--- src/design/clock_power_pkg.sv ---
// Constants for the system clock and power-mode block.
// Assumes a single 100 MHz clock; oscillators are modelled as tick enables.
package clock_power_pkg;

  // Core clock and the two internal oscillators, in Hz
  localparam int unsigned CLOCK_HZ = 100_000_000;
  localparam int unsigned FAST_OSC_HZ = 8_000_000;
  localparam int unsigned SLOW_OSC_HZ = 32_000;

  // Oscillator periods in core cycles, rounded down, at least one
  localparam int unsigned FAST_TICK_CYCLES = CLOCK_HZ / FAST_OSC_HZ;
  localparam int unsigned SLOW_TICK_CYCLES = CLOCK_HZ / SLOW_OSC_HZ;

  // Fast oscillator settling time, rounded up to whole cycles
  localparam int unsigned FAST_SETTLE_NS = 10_000;
  localparam int unsigned CLOCK_PERIOD_NS = 10;
  localparam int unsigned FAST_SETTLE_CYCLES =
    (FAST_SETTLE_NS + CLOCK_PERIOD_NS - 1) / CLOCK_PERIOD_NS;

  // Register map, byte addresses
  localparam int unsigned ADDR_W = 8;
  localparam int unsigned DATA_W = 8;
  localparam logic [7:0] SYS_CLK_CTRL_ADDR = 8'h00;
  localparam logic [7:0] FAST_OSC_CTRL_ADDR = 8'h01;

  // System clock control fields
  localparam int unsigned CLK_SEL_LSB = 5;
  localparam int unsigned CLK_SEL_W = 3;
  localparam int unsigned FAST_KEEP_BIT = 1;
  localparam int unsigned SLOW_KEEP_BIT = 0;
  localparam logic [2:0] CLK_SEL_SUB = 3'h7;
  localparam logic [2:0] CLK_SEL_RESET = 3'h0;
  localparam logic FAST_KEEP_RESET = 1'b0;
  localparam logic SLOW_KEEP_RESET = 1'b0;

  // Fast oscillator control fields
  localparam int unsigned FAST_STABLE_BIT = 1;
  localparam int unsigned FAST_EN_BIT = 0;
  localparam logic FAST_EN_RESET = 1'b1;

  // Prescaler for the fast clock, divide by 1 to 64
  localparam int unsigned PRESCALE_W = 6;

  // Power state, Gray coded along run -> idle -> sleep
  typedef enum logic [2:0] {
    PM_RUN = 3'h0,
    PM_CPU_OFF_SLOW_ONLY_MODE = 3'h1,
    PM_CPU_OFF_BOTH_CLOCKS_MODE = 3'h3,
    PM_CPU_OFF_FAST_ONLY_MODE = 3'h2,
    PM_SLEEP = 3'h6
  } power_mode_t;

endpackage

--- src/design/system_clock_and_power_modes.sv ---
// System clock source selection and CPU-off power modes.
// Assumes halt_req and wake_req are one-cycle pulses from the CPU core.
`timescale 1ns/1ps
module system_clock_and_power_modes
  import clock_power_pkg::*;
#(
  parameter int unsigned SETTLE_CYCLES = FAST_SETTLE_CYCLES,
  parameter int unsigned FAST_PERIOD = FAST_TICK_CYCLES,
  parameter int unsigned SLOW_PERIOD = SLOW_TICK_CYCLES
) (
  input wire logic clock,
  input wire logic rst_b,
  input wire logic [ADDR_W-1:0] reg_addr,
  input wire logic [DATA_W-1:0] reg_wdata,
  input wire logic reg_write,
  input wire logic reg_read,
  output logic [DATA_W-1:0] reg_rdata,
  input wire logic halt_req,
  input wire logic wake_req,
  input wire logic wdt_enable,
  output logic cpu_run,
  output logic cpu_system_clock,
  output logic high_speed_clock,
  output logic subsidiary_clock,
  output logic slow_osc_clock,
  output logic [2:0] power_mode,
  output logic slow_mode
);

  // Register state
  logic [2:0] clock_select_field_q;
  logic fast_keep_in_halt_q;
  logic slow_keep_in_halt_q;
  logic fast_osc_enable_q;
  power_mode_t mode_q;
  power_mode_t mode_d;
  logic [PRESCALE_W-1:0] prescale_q;
  logic fast_run_q;

  // Bus decode
  logic hit_sys;
  logic hit_fast;
  logic wr_sys;
  logic wr_fast;
  logic [DATA_W-1:0] sys_read;
  logic [DATA_W-1:0] fast_read;
  logic [DATA_W-1:0] read_mux;

  // Clock plumbing
  logic sel_sub;
  logic fast_run;
  logic sub_run;
  logic slow_run;
  logic sys_run;
  logic fast_raw;
  logic slow_raw;
  logic fast_osc_stable_flag;
  logic fast_restart;
  logic [PRESCALE_W:0] tap;
  logic fast_div_tick;
  logic sub_tick;
  logic sys_tick;

  assign hit_sys = (reg_addr == SYS_CLK_CTRL_ADDR);
  assign hit_fast = (reg_addr == FAST_OSC_CTRL_ADDR);
  assign wr_sys = reg_write && hit_sys;
  assign wr_fast = reg_write && hit_fast;

  assign sys_read = {clock_select_field_q, 3'h0,
                     fast_keep_in_halt_q, slow_keep_in_halt_q};
  assign fast_read = {6'h00, fast_osc_stable_flag, fast_osc_enable_q};
  assign read_mux = hit_sys ? sys_read :
                    hit_fast ? fast_read : '0;

  // Control registers
  always_ff @(posedge clock or negedge rst_b) begin
    if (!rst_b) begin
      clock_select_field_q <= CLK_SEL_RESET;
      fast_keep_in_halt_q <= FAST_KEEP_RESET;
      slow_keep_in_halt_q <= SLOW_KEEP_RESET;
    end else if (wr_sys) begin
      clock_select_field_q <=
        reg_wdata[CLK_SEL_LSB +: CLK_SEL_W];
      fast_keep_in_halt_q <= reg_wdata[FAST_KEEP_BIT];
      slow_keep_in_halt_q <= reg_wdata[SLOW_KEEP_BIT];
    end
  end

  always_ff @(posedge clock or negedge rst_b) begin
    if (!rst_b) begin
      fast_osc_enable_q <= FAST_EN_RESET;
    end else if (wr_fast) begin
      fast_osc_enable_q <= reg_wdata[FAST_EN_BIT];
    end
  end

  // Read data only in the cycle after the strobe
  always_ff @(posedge clock or negedge rst_b) begin
    if (!rst_b) begin
      reg_rdata <= '0;
    end else if (reg_read) begin
      reg_rdata <= read_mux;
    end else begin
      reg_rdata <= '0;
    end
  end

  // Power state: halt picks the mode from the keep bits
  always_comb begin
    mode_d = mode_q;
    case (mode_q)
      PM_RUN: begin
        if (halt_req) begin
          case ({fast_keep_in_halt_q, slow_keep_in_halt_q})
            2'b00: mode_d = PM_SLEEP;
            2'b01: mode_d = PM_CPU_OFF_SLOW_ONLY_MODE;
            2'b11: mode_d = PM_CPU_OFF_BOTH_CLOCKS_MODE;
            2'b10: mode_d = PM_CPU_OFF_FAST_ONLY_MODE;
            default: mode_d = PM_RUN;
          endcase
        end
      end
      PM_CPU_OFF_SLOW_ONLY_MODE, PM_CPU_OFF_BOTH_CLOCKS_MODE, PM_CPU_OFF_FAST_ONLY_MODE, PM_SLEEP: begin
        if (wake_req) begin
          mode_d = PM_RUN;
        end
      end
      default: mode_d = PM_RUN;
    endcase
  end

  always_ff @(posedge clock or negedge rst_b) begin
    if (!rst_b) begin
      mode_q <= PM_RUN;
    end else begin
      mode_q <= mode_d;
    end
  end

  assign sel_sub = (clock_select_field_q == CLK_SEL_SUB);

  // Fast oscillator: always on in fast mode, per enable in slow mode,
  // kept in the two idle modes that ask for it
  always_comb begin
    case (mode_q)
      PM_RUN: fast_run = !sel_sub || fast_osc_enable_q;
      PM_CPU_OFF_BOTH_CLOCKS_MODE: fast_run = 1'b1;
      PM_CPU_OFF_FAST_ONLY_MODE: fast_run = 1'b1;
      PM_CPU_OFF_SLOW_ONLY_MODE: fast_run = 1'b0;
      PM_SLEEP: fast_run = 1'b0;
      default: fast_run = 1'b0;
    endcase
  end

  // Subsidiary clock to peripherals
  always_comb begin
    case (mode_q)
      PM_RUN: sub_run = 1'b1;
      PM_CPU_OFF_SLOW_ONLY_MODE: sub_run = 1'b1;
      PM_CPU_OFF_BOTH_CLOCKS_MODE: sub_run = 1'b1;
      PM_CPU_OFF_FAST_ONLY_MODE: sub_run = 1'b0;
      PM_SLEEP: sub_run = 1'b0;
      default: sub_run = 1'b0;
    endcase
  end

  // Slow oscillator survives sleep only for the watchdog
  assign slow_run = (mode_q != PM_SLEEP) || wdt_enable;

  // System clock keeps going in idle when its source stays up
  always_comb begin
    case (mode_q)
      PM_RUN: sys_run = 1'b1;
      PM_CPU_OFF_SLOW_ONLY_MODE: sys_run = sel_sub;
      PM_CPU_OFF_BOTH_CLOCKS_MODE: sys_run = 1'b1;
      PM_CPU_OFF_FAST_ONLY_MODE: sys_run = !sel_sub;
      PM_SLEEP: sys_run = 1'b0;
      default: sys_run = 1'b0;
    endcase
  end

  // Restart settling when the oscillator is switched on again or
  // software writes the enable high
  assign fast_restart = (fast_run && !fast_run_q) ||
                        (wr_fast && reg_wdata[FAST_EN_BIT]);

  always_ff @(posedge clock or negedge rst_b) begin
    if (!rst_b) begin
      fast_run_q <= 1'b0;
    end else begin
      fast_run_q <= fast_run;
    end
  end

  osc_tick #(
    .PERIOD(FAST_PERIOD)
  ) u_fast_rc_oscillator (
    .clock(clock),
    .rst_b(rst_b),
    .run(fast_run),
    .tick(fast_raw)
  );

  osc_tick #(
    .PERIOD(SLOW_PERIOD)
  ) u_slow_rc_oscillator (
    .clock(clock),
    .rst_b(rst_b),
    .run(slow_run),
    .tick(slow_raw)
  );

  osc_settle #(
    .SETTLE(SETTLE_CYCLES)
  ) u_fast_settle (
    .clock(clock),
    .rst_b(rst_b),
    .run(fast_run),
    .restart(fast_restart),
    .stable(fast_osc_stable_flag)
  );

  // Prescaler counts fast ticks; divide-by-2^i taps fire on wrap
  always_ff @(posedge clock or negedge rst_b) begin
    if (!rst_b) begin
      prescale_q <= '0;
    end else if (!fast_run) begin
      prescale_q <= '0;
    end else if (fast_raw) begin
      prescale_q <= prescale_q + 1'b1;
    end
  end

  assign tap[0] = fast_raw;
  genvar i;
  generate
    for (i = 1; i <= PRESCALE_W; i++) begin : g_tap
      assign tap[i] = fast_raw && (prescale_q[i-1:0] == '0);
    end
  endgenerate

  // Code 111 has no tap; unstable fast clock is held back from the CPU
  assign fast_div_tick = sel_sub ? 1'b0 :
    tap[clock_select_field_q] && fast_osc_stable_flag;
  assign sub_tick = slow_raw && sub_run;
  assign sys_tick = sys_run &&
    (sel_sub ? sub_tick : fast_div_tick);

  // Registered outputs
  always_ff @(posedge clock or negedge rst_b) begin
    if (!rst_b) begin
      cpu_run <= 1'b1;
      cpu_system_clock <= 1'b0;
      high_speed_clock <= 1'b0;
      subsidiary_clock <= 1'b0;
      slow_osc_clock <= 1'b0;
      power_mode <= PM_RUN;
      slow_mode <= 1'b0;
    end else begin
      // Follows the next mode so halt and wake both act in one cycle
      cpu_run <= (mode_d == PM_RUN);
      cpu_system_clock <= sys_tick;
      high_speed_clock <= fast_raw;
      subsidiary_clock <= sub_tick;
      slow_osc_clock <= slow_raw;
      power_mode <= mode_d;
      slow_mode <= sel_sub;
    end
  end

endmodule

--- src/design/osc_tick.sv ---
// Tick generator standing in for one free-running RC oscillator.
// Assumes the core clock is much faster than the modelled oscillator.
`timescale 1ns/1ps
module osc_tick
  import clock_power_pkg::*;
#(
  parameter int unsigned PERIOD = FAST_TICK_CYCLES
) (
  input wire logic clock,
  input wire logic rst_b,
  input wire logic run,
  output logic tick
);

  localparam int unsigned CNT_W = (PERIOD > 1) ? $clog2(PERIOD) : 1;
  localparam logic [CNT_W-1:0] LAST = CNT_W'(PERIOD - 1);

  logic [CNT_W-1:0] count_q;
  logic [CNT_W-1:0] count_d;
  logic wrap;

  assign wrap = (count_q == LAST);
  assign count_d = wrap ? '0 : count_q + 1'b1;

  // A stopped oscillator restarts from a fresh phase
  always_ff @(posedge clock or negedge rst_b) begin
    if (!rst_b) begin
      count_q <= '0;
      tick <= 1'b0;
    end else if (!run) begin
      count_q <= '0;
      tick <= 1'b0;
    end else begin
      count_q <= count_d;
      tick <= wrap;
    end
  end

endmodule

--- src/design/osc_settle.sv ---
// Settling timer for the fast oscillator; raises stable after a delay.
// Assumes restart is a one-cycle pulse from the owning block.
`timescale 1ns/1ps
module osc_settle
  import clock_power_pkg::*;
#(
  parameter int unsigned SETTLE = FAST_SETTLE_CYCLES
) (
  input wire logic clock,
  input wire logic rst_b,
  input wire logic run,
  input wire logic restart,
  output logic stable
);

  localparam int unsigned CNT_W = $clog2(SETTLE + 1);
  localparam logic [CNT_W-1:0] DONE = CNT_W'(SETTLE);

  logic [CNT_W-1:0] count_q;
  logic reached;

  assign reached = (count_q == DONE);

  always_ff @(posedge clock or negedge rst_b) begin
    if (!rst_b) begin
      count_q <= '0;
      stable <= 1'b0;
    end else if (!run || restart) begin
      count_q <= '0;
      stable <= 1'b0;
    end else if (!reached) begin
      count_q <= count_q + 1'b1;
      stable <= 1'b0;
    end else begin
      stable <= 1'b1;
    end
  end

endmodule

--- config.mk ---
export PLATFORM = sky130hd
export DESIGN_NAME = system_clock_and_power_modes
export DESIGN_NICKNAME = d
export VERILOG_FILES = /design/src/design/clock_power_pkg.sv /design/src/design/system_clock_and_power_modes.sv /design/src/design/osc_tick.sv /design/src/design/osc_settle.sv
export SDC_FILE = /design/constraint.sdc
export NUM_CORES = 1
export LEC_CHECK = 0
export BUFFER_PORTS_ARGS = -buffer_cell sky130_fd_sc_hd__clkbuf_2
export CORE_MARGIN = 2
export CORE_UTILIZATION = 28
export CTS_BUF_LIST = sky130_fd_sc_hd__clkbuf_16
export CTS_CLUSTER_SIZE = 14
export DETAILED_ROUTE_END_ITERATION = 8
export PLACE_DENSITY = 0.44
export SETUP_SLACK_MARGIN = 0.02
export SKIP_LAST_GASP = 1
export SLEW_MARGIN = 20
export SYNTH_ARGS = -nofsm -noshare
export SYNTH_HDL_FRONTEND = slang
export SYNTH_SLANG_ARGS = --single-unit
--- constraint.sdc ---
create_clock -name clock -period 5.6 [get_ports clock]
set_input_delay 0.28 -clock clock [delete_from_list [all_inputs] [get_ports clock]]
set_output_delay 0.28 -clock clock [all_outputs]
set_load 0.02 [all_outputs]
# ---- Word level (Yosys, flattened, before mapping)
# Index checks and enable logic that the tools add are counted.
dict set report word_totals {
  out_inout_bits 17
  input_bits 23
  elab_cells 99
  ff_bits 59
}
dict set report classes {
  n_mux 25
  add_sub_neg 4
  n_lt_le_gt_ge 1
  n_eq_ne 15
  n_bitwise 1
  n_reduce_logical 33
}
# operator count
set ops {}
lappend ops {{two-way mux 12 bit} 2}
lappend ops {{two-way mux 10 bit} 2}
lappend ops {{two-way mux 8 bit} 2}
lappend ops {{logical AND 1 bit} 13}
lappend ops {{adder 12 x 1 -> 12 bit (second input constant)} 1}
lappend ops {{== test 12 bit (second input constant)} 1}
lappend ops {{two-way mux 6 bit} 2}
lappend ops {{case mux 3 bit (4 select lines)} 1}
lappend ops {{adder 10 x 1 -> 10 bit (second input constant)} 1}
lappend ops {{== test 10 bit (second input constant)} 1}
lappend ops {{logical NOT 3 bit} 3}
lappend ops {{== test 8 x 1 -> 1 bit (second input constant)} 1}
lappend ops {{logical NOT 8 bit} 1}
lappend ops {{two-way mux 4 bit} 2}
lappend ops {{two-way mux 1 bit} 7}
lappend ops {{adder 6 x 1 -> 6 bit (second input constant)} 1}
lappend ops {{== test 3 x 2 -> 1 bit (second input constant)} 2}
lappend ops {{== test 3 bit (second input constant)} 2}
lappend ops {{logical NOT 6 bit} 1}
lappend ops {{two-way mux 3 bit} 2}
lappend ops {{case mux 3 bit (2 select lines)} 1}
lappend ops {{logical NOT 5 bit} 1}
lappend ops {{adder 4 x 1 -> 4 bit (second input constant)} 1}
lappend ops {{== test 2 bit (second input constant)} 2}
lappend ops {{other kinds (19)} 26}

# ---- Depth between registers and ports, before layout
# Gate-level depths: netlist of the first run.
dict set report logic_depth {
  word_depth 8
  depth_mapped 7
  mapped_depth_nobuf 6
}

# ---- Modules after synthesis
# Synthesis of the first run repeated with hierarchy kept, for this count alone.
dict set report unflattened {
  cells_unflattened 259
  area_unflattened_um2 2752.6
}
# module area_each_um2 cells_per_inst seq_area_each_um2 instances
set modules_own_cells {}
lappend modules_own_cells {system_clock_and_power_modes 1247.4 110 678.2 1}
lappend modules_own_cells {{osc_tick at u_slow_rc_oscillator} 679.4 67 325.3 1}
lappend modules_own_cells {osc_settle 601.8 63 275.3 1}
lappend modules_own_cells {{osc_tick at u_fast_rc_oscillator} 224.0 19 125.1 1}

# ---- Worst setup path after synthesis of the first run
# OpenSTA, ideal clock, no wires.
dict set report synth_path {
  path_kind {flip-flop to flip-flop}
  startpoint {register u_slow_rc_oscillator.count_q[0]}
  endpoint {register u_slow_rc_oscillator.count_q[10]}
  synth_period_minus_slack_ps 1826
  n_path_buf 1
  setup_slack_ps 3774
  required_time_ps 5481
  t_arrival_ps 1708
  path_stages_with_launch 8
  setup_ps 119
  path_cell_list {dfrtp_1 inv_1 ha_1 or4bb_1 or4_4 nand2_2 buf_6 nor2_1}
}
dict set report synth_via {
  elab_chain_len 3
  elab_cells_between_ends 4
  classes_between {add/sub: 1; eq/ne: 1; mux: 2}
}
# element line
set synth_rtl {}
lappend synth_rtl {{from (decl)} osc_tick.sv:18} ;# logic [CNT_W-1:0] count_q;
lappend synth_rtl {{from (signal assigned)} osc_tick.sv:34} ;# count_q <= count_d;
lappend synth_rtl {{adder 12 x 1 -> 12 bit / == test 12 bit (equally long branches)} {osc_tick.sv:23, osc_tick.sv:22}}
lappend synth_rtl {{two-way mux 12 bit *} osc_tick.sv:23} ;# assign count_d = wrap ? '0 : count_q + 1'b1;
lappend synth_rtl {{two-way mux 12 bit *} osc_tick.sv:30} ;# end else if (!run) begin
# Every way passes the cells marked *; elsewhere a longest branch is shown, timed or not.
# A chain may end at the register's enable or synchronous reset.

# ---- Final worst setup path of the first run
dict set report layout_path {
  startpoint {register clock_select_field_q[0]}
  endpoint {register u_fast_settle.stable}
}
dict set report layout_via {
  elab_chain_len 8
  elab_cells_between_ends 9
  classes_between {eq/ne: 1; mux: 2; reduce/logical: 6}
}
# element line
set layout_rtl {}
lappend layout_rtl {{from (decl)} system_clock_and_power_modes.sv:31} ;# logic [2:0] clock_select_field_q;
lappend layout_rtl {{from (signal assigned)} system_clock_and_power_modes.sv:82} ;# clock_select_field_q <=
lappend layout_rtl {{== test 3 bit *} system_clock_and_power_modes.sv:140} ;# assign sel_sub = (clock_select_field_q == CLK_SEL_SUB);
lappend layout_rtl {{via sel_sub} system_clock_and_power_modes.sv:50} ;# logic sel_sub;
lappend layout_rtl {{logical NOT 1 bit *} system_clock_and_power_modes.sv:146} ;# PM_RUN: fast_run = !sel_sub || fast_osc_enable_q;
lappend layout_rtl {{logical OR 1 bit *} system_clock_and_power_modes.sv:146}
lappend layout_rtl {{case mux 1 bit (2 select lines) *} system_clock_and_power_modes.sv:145} ;# case (mode_q)
lappend layout_rtl {{via fast_run} system_clock_and_power_modes.sv:51} ;# logic fast_run;
lappend layout_rtl {{logical AND 1 bit} system_clock_and_power_modes.sv:184} ;# assign fast_restart = (fast_run && !fast_run_q) ||
lappend layout_rtl {{logical OR 1 bit} system_clock_and_power_modes.sv:184}
lappend layout_rtl {{logical OR 1 bit *} osc_settle.sv:28} ;# end else if (!run || restart) begin
lappend layout_rtl {{two-way mux 1 bit *} osc_settle.sv:28}
lappend layout_rtl {{to (signal assigned)} osc_settle.sv:27} ;# stable <= 1'b0;
lappend layout_rtl {{to (signal assigned)} osc_settle.sv:30} ;# stable <= 1'b0;
lappend layout_rtl {{to (signal assigned)} osc_settle.sv:33} ;# stable <= 1'b0;
lappend layout_rtl {{to (decl)} osc_settle.sv:13} ;# output logic stable
# The timed path passes the listed nets; every way through them passes the cells marked *.

==> qor.yml, run 1 <==
postCtsResizedCells: 0
synthAdderAreaFrac_pct: 3.377
ys_seq_elements: 56
wl_per_cell_um: 12.66
dr.pass1.iters: 4
crit_required_ns: 5.78
final_layout_size_suffix_gt1_share_pct: 19.78
synth_top_area_cell: "dfrtp_1"
grtUsageMet3_pct: 2.855
io_buffer_count: 33
ys_seq_area_share_pct: 54.12
synth_top_family_by_area: "simple AND/OR/NAND/NOR gates"
status: "finished, final reports clean"
antenna_cells: 0
min_period_ns: 2.023
final_nets: 307
avgSynthCellArea_um2: 10.67
finalSetupViolCount: 0
nFillCells: 946
die_h_um: 100.2
rsz0062_at_grt: "no"
worst_slew_pin_slew_ns: 0.9092
synth_cell_type_count: 45
worstSetupEndpointType: "register"
synth_area_leaders: "dfrtp_1 52%, nor2_1 5.2%, xnor2_1 3.7%, xor2_1 3.7%, mux2_2 3.5%"
synthArstFlopShare_pct: 100.0
synth_enable_flop_cells: 0
tns_ns: 0
synth_xor_area_share_pct: 7.429
crit_type: "register to register"
hold_buffers: 0
p_total_uw: 1156
grt_antenna_before_repair: 0
grt_util_met2_pct: 16.52
fmax_ghz: 0.4943
cts.htree.levels: 2
synth_ff_type: "dfrtp_1"
busiest_layer: "met2"
critPathLaunch: "clock_select_field_q[0]$_DFFE_PN0P_"
syn-instance-count: 243
core_area_um2: 9109
worst_skew_pair.late_latency_ns: 0.29
finClkSkew_ns: 0.008963
fin_crit_sh_pct: 36.12
placedCellCount: 381
cts_tree: "built"
maxSlewHeadroom_pct: 39.12
final_common_cell: "dfrtp_1"
path_clk_slew_ns: 0.07
post_dp_cell_area_um2: 2858
vias: 1770
start_util_pct: 28.48
grt_pass1_wl_um: 8252
dp.final_hpwl_um: 3440
ioPinCount: 40
area.growth.synth_to_final_pct: 16.64
synth_compound_area_share_pct: 4.679
use_met1_pct: 13.44
ir_worst_vdd_uv: 162.4
wirelength_um: 4924
fp.dieArea_um2: 10050
overflow: 0
leakagePower_uw: 0.001398
drt_iter0_drc: 35
reg2reg_from: "clock_select_field_q[0]$_DFFE_PN0P_"
synth_top_area_share_pct: 52.10
worst-path-max-fanout: 11
muxShareOfSynthArea_pct: 5.403
fp.dieW_um: 100.2
slew_viol_final: 0
drc: 0
syn_area_um2: 2594
cap_violations: 0
cts_root_buf: "clkbuf_16"
place_congestion: 0.7123
final_area_um2: 3025
grt_pass1_vias: 1739
ant_nets: 0
crit_arrival_ns: 2.21
yosysWarnings: 0
layout_common_cells: "54 x dfrtp_1, 36 x nor2_1, 33 x clkbuf_2"
hp-class: "input pin to asynchronous set/reset pin"
cts_made_buffers: 5
clockBufferDepth: 2
via_per_inst: 4.550
grt.total_usage_pct: 10.30
p_per_area_nw_per_um2: 382.0
cp-start-kind: "register"
grt_max_degree: 57
hold_viol: 0
post_cts_buffers: 0
finalNonFillerCells: 389
synthSimpleGateAreaFrac_pct: 21.13
std_cell_rows: 35
cts_num_sinks: 56
-- path summary, 6_finish.rpt --
kind | slack (ns) | cells past startpoint | to
hold / removal | 0.12 | 2 | u_slow_rc_oscillator.count_q[10]$_DFF_PN0_
setup / recovery | 3.58 | 5 | u_fast_settle.stable$_DFF_PN0_
max in group asynchronous | 5.00 | 2 | prescale_q[1]$_DFFE_PN0P_
hold reg to reg | 0.37 | 0 | slow_osc_clock$_DFF_PN0_
setup reg to reg | 3.58 | 5 | u_fast_settle.stable$_DFF_PN0_
min in group clock | 0.22 | 2 | clock_select_field_q[0]$_DFFE_PN0P_
-- final cells by class --
class	count	area (µm²)	area share [%]
clock inverters	3	42.54	1.406
well taps	111	138.9	4.591
multi-input cells	169	1101	36.39
clock buffers	5	125.1	4.136
inverters	11	41.29	1.365
repair buffers	34	172.7	5.707
flip-flops and latches	56	1404	46.40
-- per-layer routing --
metal | vias to the layer above | share of wire [%]
met1 | 857 | 49
li1 | 888 | -
met4 | 0 | 0.67
met2 | 23 | 46
met5 | - | 0
met3 | 2 | 3.5
-- state kept, by name (all words and copies together) (netlist names), 3 cells and up --
name	count
prescale_q	6
u_slow_rc_oscillator.count_q	12
u_fast_settle.count_q	10
clock_select_field_q	3
power_mode	3
u_fast_rc_oscillator.count_q	4
reg_rdata	5
-- through the flow --
step | worst slack, ns | hold WS [ns] | util, %
2_1_floorplan | 3.774 | -0.01559 | -
3_3_place_gp | 3.491 | 0.3574 | 31.37
3_5_place_dp | 3.458 | 0.3565 | 31.37
4_1_cts | 3.487 | 0.1563 | 33.21
5_1_grt | 3.317 | 0.1934 | 33.21
6_report | 3.577 | 0.1205 | 33.21
-- Yosys cell counts, drive strengths merged, types with 5 or more instances --
| library cell | count |
|---|---|
| inv | 11 |
| nor3 | 6 |
| and2 | 5 |
| mux2 | 8 |
| dfrtp | 54 |
| nand2 | 14 |
| ha | 7 |
| nor2 | 36 |
| xor2 | 11 |
| nand3 | 9 |
| xnor2 | 11 |
| mux2i | 5 |
| nand4 | 6 |
| a21oi | 7 |
| buf | 6 |
-- critical path, stage by stage, from the launching register on --
cell and delay (ns):
dfrtp_1 0.46, and3_1 0.21, a211o_1 0.41, inv_2 0.14, o211ai_1 0.37, nor4_1 0.31
-- cells by family after synthesis --
logic type                 after synthesis
AOI/OAI and AO/OA                       19
DFF                                     56
and+or+nand+nor                        105
other                                    1
adders and majority gates                7
muxes                                   13
xor gates and xnor gates                22
buffers and inverters                   20
-- power by group --
part	leakage [µW]	internal [µW]	switching (µW)
logic	0.000569	106	150
registers	0.000749	472	74.5
clock network	0.0000798	210	143
total	0.00140	788	367
Note: power is estimated with default switching activity, not from simulation.
==> run 2: changes to the inputs <==
--- a/config.mk
+++ b/config.mk
@@ -5,13 +5,14 @@
 export SDC_FILE = /design/constraint.sdc
 export NUM_CORES = 1
 export LEC_CHECK = 0
+export ABC_AREA = 1
 export BUFFER_PORTS_ARGS = -buffer_cell sky130_fd_sc_hd__clkbuf_2
 export CORE_MARGIN = 2
 export CORE_UTILIZATION = 28
 export CTS_BUF_LIST = sky130_fd_sc_hd__clkbuf_16
 export CTS_CLUSTER_SIZE = 14
 export DETAILED_ROUTE_END_ITERATION = 8
-export PLACE_DENSITY = 0.44
+export PLACE_DENSITY = 0.45
 export SETUP_SLACK_MARGIN = 0.02
 export SKIP_LAST_GASP = 1
 export SLEW_MARGIN = 20
==> constraint.sdc (replaced) <==
create_clock -name clock -period 1.7 [get_ports clock]
set_input_delay 0.085 -clock clock [delete_from_list [all_inputs] [get_ports clock]]
set_output_delay 0.085 -clock clock [all_outputs]
set_load 0.02 [all_outputs]
==> qor.yml, run 2 <==
cp_cell_sequence: "ha_1 -> nand3_1 -> nor3_1 -> nand2_1 -> nand3_1 -> nor2_1"  # was and3_1 -> a211o_1 -> inv_2 -> o211ai_1 -> nor4_1
layout_setup_ws_ns: 0.2383  # was 3.577 ns
regMostFlops: "u_slow_rc_oscillator.count_q"  # unchanged
place_congestion: 0.8095  # was 0.7123
worst_skew_pair.late_latency_ns: 0.29  # about the same
ir_worst_vdd_uv: 455.5  # was 162.4 µV
hold_viol: 0  # unchanged
rr_endpoint: "u_slow_rc_oscillator.count_q[8]$_DFF_PN0_"  # was u_fast_settle.stable$_DFF_PN0_
die_h_um: 103.4  # was 100.2 µm
vias: 2142  # was 1770
ioPinCount: 40  # unchanged
drc: 0  # unchanged
syn_area_um2: 2768  # was 2594 µm²
synth_top_area_share_pct: 48.82  # was 52.10%
final_layout_size_suffix_gt1_share_pct: 18.03  # was 19.78%
cts_made_buffers: 5  # unchanged
synth.top_cells.by_count: "59 x nand2_1, 54 x dfrtp_1, 44 x nor2_1"  # was 54 x dfrtp_1, 36 x nor2_1, 13 x nand2_1
yosysWarnings: 0  # unchanged
final_common_cell: "nand2_1"  # was dfrtp_1
min_period_ns: 1.462  # was 2.023 ns
seqPwrFrac_pct: 50.7  # was 47.3%
cts.htree.levels: 2  # unchanged
critPathLaunch: "u_slow_rc_oscillator.count_q[0]$_DFF_PN0_"  # was clock_select_field_q[0]$_DFFE_PN0P_
cts_root_buf: "clkbuf_16"  # unchanged
leakagePower_uw: 0.001588  # was 0.001398 µW
sw_frac_of_total_pct: 30.71  # was 31.78%
io_buffer_count: 33  # unchanged
overflow: 0  # unchanged
finClkSkew_ns: 0.005498  # was 0.008963 ns
p_per_area_nw_per_um2: 989.9  # was 382.0 nW/µm²
cap_violations: 0  # unchanged
p_switching_uw: 986.1  # was 367.3 µW
dp.final_hpwl_um: 4000  # was 3440 µm
synth_area_leaders: "dfrtp_1 49%, nand2_1 8.0%, nor2_1 6.0%, inv_1 5.4%, nand3_1 4.5%"  # was dfrtp_1 52%, nor2_1 5.2%, xnor2_1 3.7%, xor2_1 3.7%, mux2_2 3.5%
grt_antenna_before_repair: 0  # unchanged
nFillCells: 1019  # was 946
path_clk_slew_ns: 0.07  # about the same
ys_seq_elements: 56  # unchanged
drt_iter0_drc: 42  # was 35
reg2reg_from: "u_slow_rc_oscillator.count_q[0]$_DFF_PN0_"  # was clock_select_field_q[0]$_DFFE_PN0P_
synth_enable_flop_cells: 0  # unchanged
top_regs: "u_slow_rc_oscillator.count_q (12), u_fast_settle.count_q (10), prescale_q (6)"  # unchanged
grt_pass1_vias: 2022  # was 1739
hp-class: "input pin to register"  # was input pin to asynchronous set/reset pin
internal_power_uw: 2224  # was 788.4 µW
crit_arrival_ns: 1.65  # was 2.21 ns
reg2reg_slack_ns: 0.24  # was 3.58 ns
dr.pass1.iters: 4  # unchanged
reg2reg_depth: 6  # was 5
post-synth-top-count-cell: "nand2_1"  # was dfrtp_1
ys_seq_area_share_pct: 50.72  # was 54.12%
fin_crit_sh_pct: 85.98  # was 36.12%
grt.total_usage_pct: 11.00  # was 10.30%
slew_viol_final: 0  # unchanged
cpMaxStageDelayCell: "dfrtp_1"  # unchanged
cts_num_sinks: 56  # unchanged
post_dp_cell_area_um2: 3090  # was 2858 µm²
area.growth.synth_to_final_pct: 17.18  # was 16.64%
grt_pass1_wl_um: 9315  # was 8252 µm
slowest_delay_ns: 0.38  # was 0.46 ns
via_per_inst: 4.293  # was 4.550
std_cell_rows: 36  # was 35
critPathBufInv: 0  # was 1
fmax_ghz: 0.6841  # was 0.4943 GHz
crit_family: "simple AND/OR/NAND/NOR gates"  # was compound AO/OA/AOI/OAI gates
synthArstFlopShare_pct: 100.0  # unchanged
placedCellCount: 490  # was 381
core_area_um2: 9684  # was 9109 µm²
status: "finished, final reports clean"  # unchanged
cp-start-kind: "register"  # unchanged
largest_reg_flops: 12  # unchanged
finalNonFillerCells: 499  # was 389
crit_end: "u_slow_rc_oscillator.count_q[8]$_DFF_PN0_"  # was u_fast_settle.stable$_DFF_PN0_
synth_cell_type_count: 31  # was 45
p_clk_share_pct: 31.6  # was 30.6%
grt_max_degree: 57  # unchanged
layout_common_cells: "59 x nand2_1, 54 x dfrtp_1, 44 x nor2_1"  # was 54 x dfrtp_1, 36 x nor2_1, 33 x clkbuf_2
tns_ns: 0  # unchanged
synth_top_area_cell: "dfrtp_1"  # unchanged
avgSynthCellArea_um2: 8.490  # was 10.67 µm²
wirelength_um: 5424  # was 4924 µm
syn-instance-count: 326  # was 243
antenna_cells: 0  # unchanged
crit_cells: 6  # was 5
p_total_uw: 3210  # was 1156 µW
fp.dieW_um: 103.4  # was 100.2 µm
fp.dieArea_um2: 10700  # was 10050 µm²
worst-path-max-fanout: 5  # was 11
combPwrFrac_pct: 17.7  # was 22.1%
final_area_um2: 3243  # was 3025 µm²
wl_per_cell_um: 10.87  # was 12.66 µm
synth_ff_type: "dfrtp_1"  # unchanged
cpMostUsedCell: "nand3_1"
cts_tree: "built"  # unchanged
crit_required_ns: 1.88  # was 5.78 ns
final_nets: 395  # was 307
ant_nets: 0  # unchanged
post_cts_buffers: 0  # unchanged
crit_type: "register to register"  # unchanged
clockBufferDepth: 2  # unchanged
finalSetupViolCount: 0  # unchanged
rsz0062_at_grt: "no"  # unchanged
worstSetupEndpointType: "register"  # unchanged
start_util_pct: 28.58  # was 28.48%
place_ws_ns: 0.2594  # was 3.458 ns
==> run 2: cell type report <==
type                            count  area (µm²)  share of cell area, %
Sequential cell                    56        1404                  43.29
Clock buffer                        5       125.1                  3.858
Timing Repair Buffer               36       202.7                  6.250
Inverter                           41       153.9                  4.745
Clock inverter                      3       17.52                 0.5401
Multi-Input combinational cell    225        1174                  36.19
Tap cell                          133       166.4                  5.131
==> run 2: timing repair <==
action	CTS	global route
endpoints found under the hold margin	54	0
hold buffers	1	0
resized for setup	0	0
==> run 2: how the worst min path moves through the flow <==
stage,startpoint,end,slack [ns],cells after the start
6_report,reg_wdata[6],clock_select_field_q[1]$_DFFE_PN0P_,0.03,3
5_1_grt,reg_wdata[5],clock_select_field_q[0]$_DFFE_PN0P_,0.04,3
4_1_cts,reg_wdata[6],clock_select_field_q[1]$_DFFE_PN0P_,0.02,3
3_5_place_dp,rst_b,u_slow_rc_oscillator.count_q[11]$_DFF_PN0_,0.11,2
3_3_place_gp,rst_b,u_slow_rc_oscillator.count_q[11]$_DFF_PN0_,0.12,2
2_1_floorplan,rst_b,clock_select_field_q[0]$_DFFE_PN0P_,-0.21,0
==> run 2: layer usage <==
layer / routed length [µm] / track usage [%] / up-vias
li1: - / - / 1109
met1: 2717 / 15.51 / 1004
met2: 2474 / 16.97 / 24
met3: 179 / 2.755 / 5
met4: 51 / 2.733 / 0
met5: 0 / 0 / -
==> run 2: cell families after synthesis <==
group                      count (synthesis)  synth area share, %
other                                      1               0.1355
adders and majority gates                  7                3.164
buffers and inverters                     47                7.143
xor gates and xnor gates                  14                4.430
DFF                                       56                50.72
and+or+nand+nor                          177                29.52
AOI/OAI and AO/OA                         24                4.883
==> run 2: tightest hold or removal path: stages <==
cell and delay [ns]:
clkbuf_2 0.08, nand3_1 0.07, nand2_1 0.05
==> run 2: power groups by stage <==
stage                     Combinational [µW]  Sequential [µW]  Clock (µW)
final                                    567             1630        1020
after global routing                     659             1650        1120
after CTS                                578             1630        1070
after detailed placement                 572             1650           0
after global placement                   560             1660           0
after floorplan                          431             1630           0
==> run 2: through the flow <==
step | hold WS [ns] | utilization, %
CTS | 0.02357 | 33.49
floorplan | -0.2106 | -
global route | 0.03708 | 33.49
detailed placement | 0.1130 | 31.91
finish | 0.02917 | 33.49
global placement | 0.1171 | 31.91
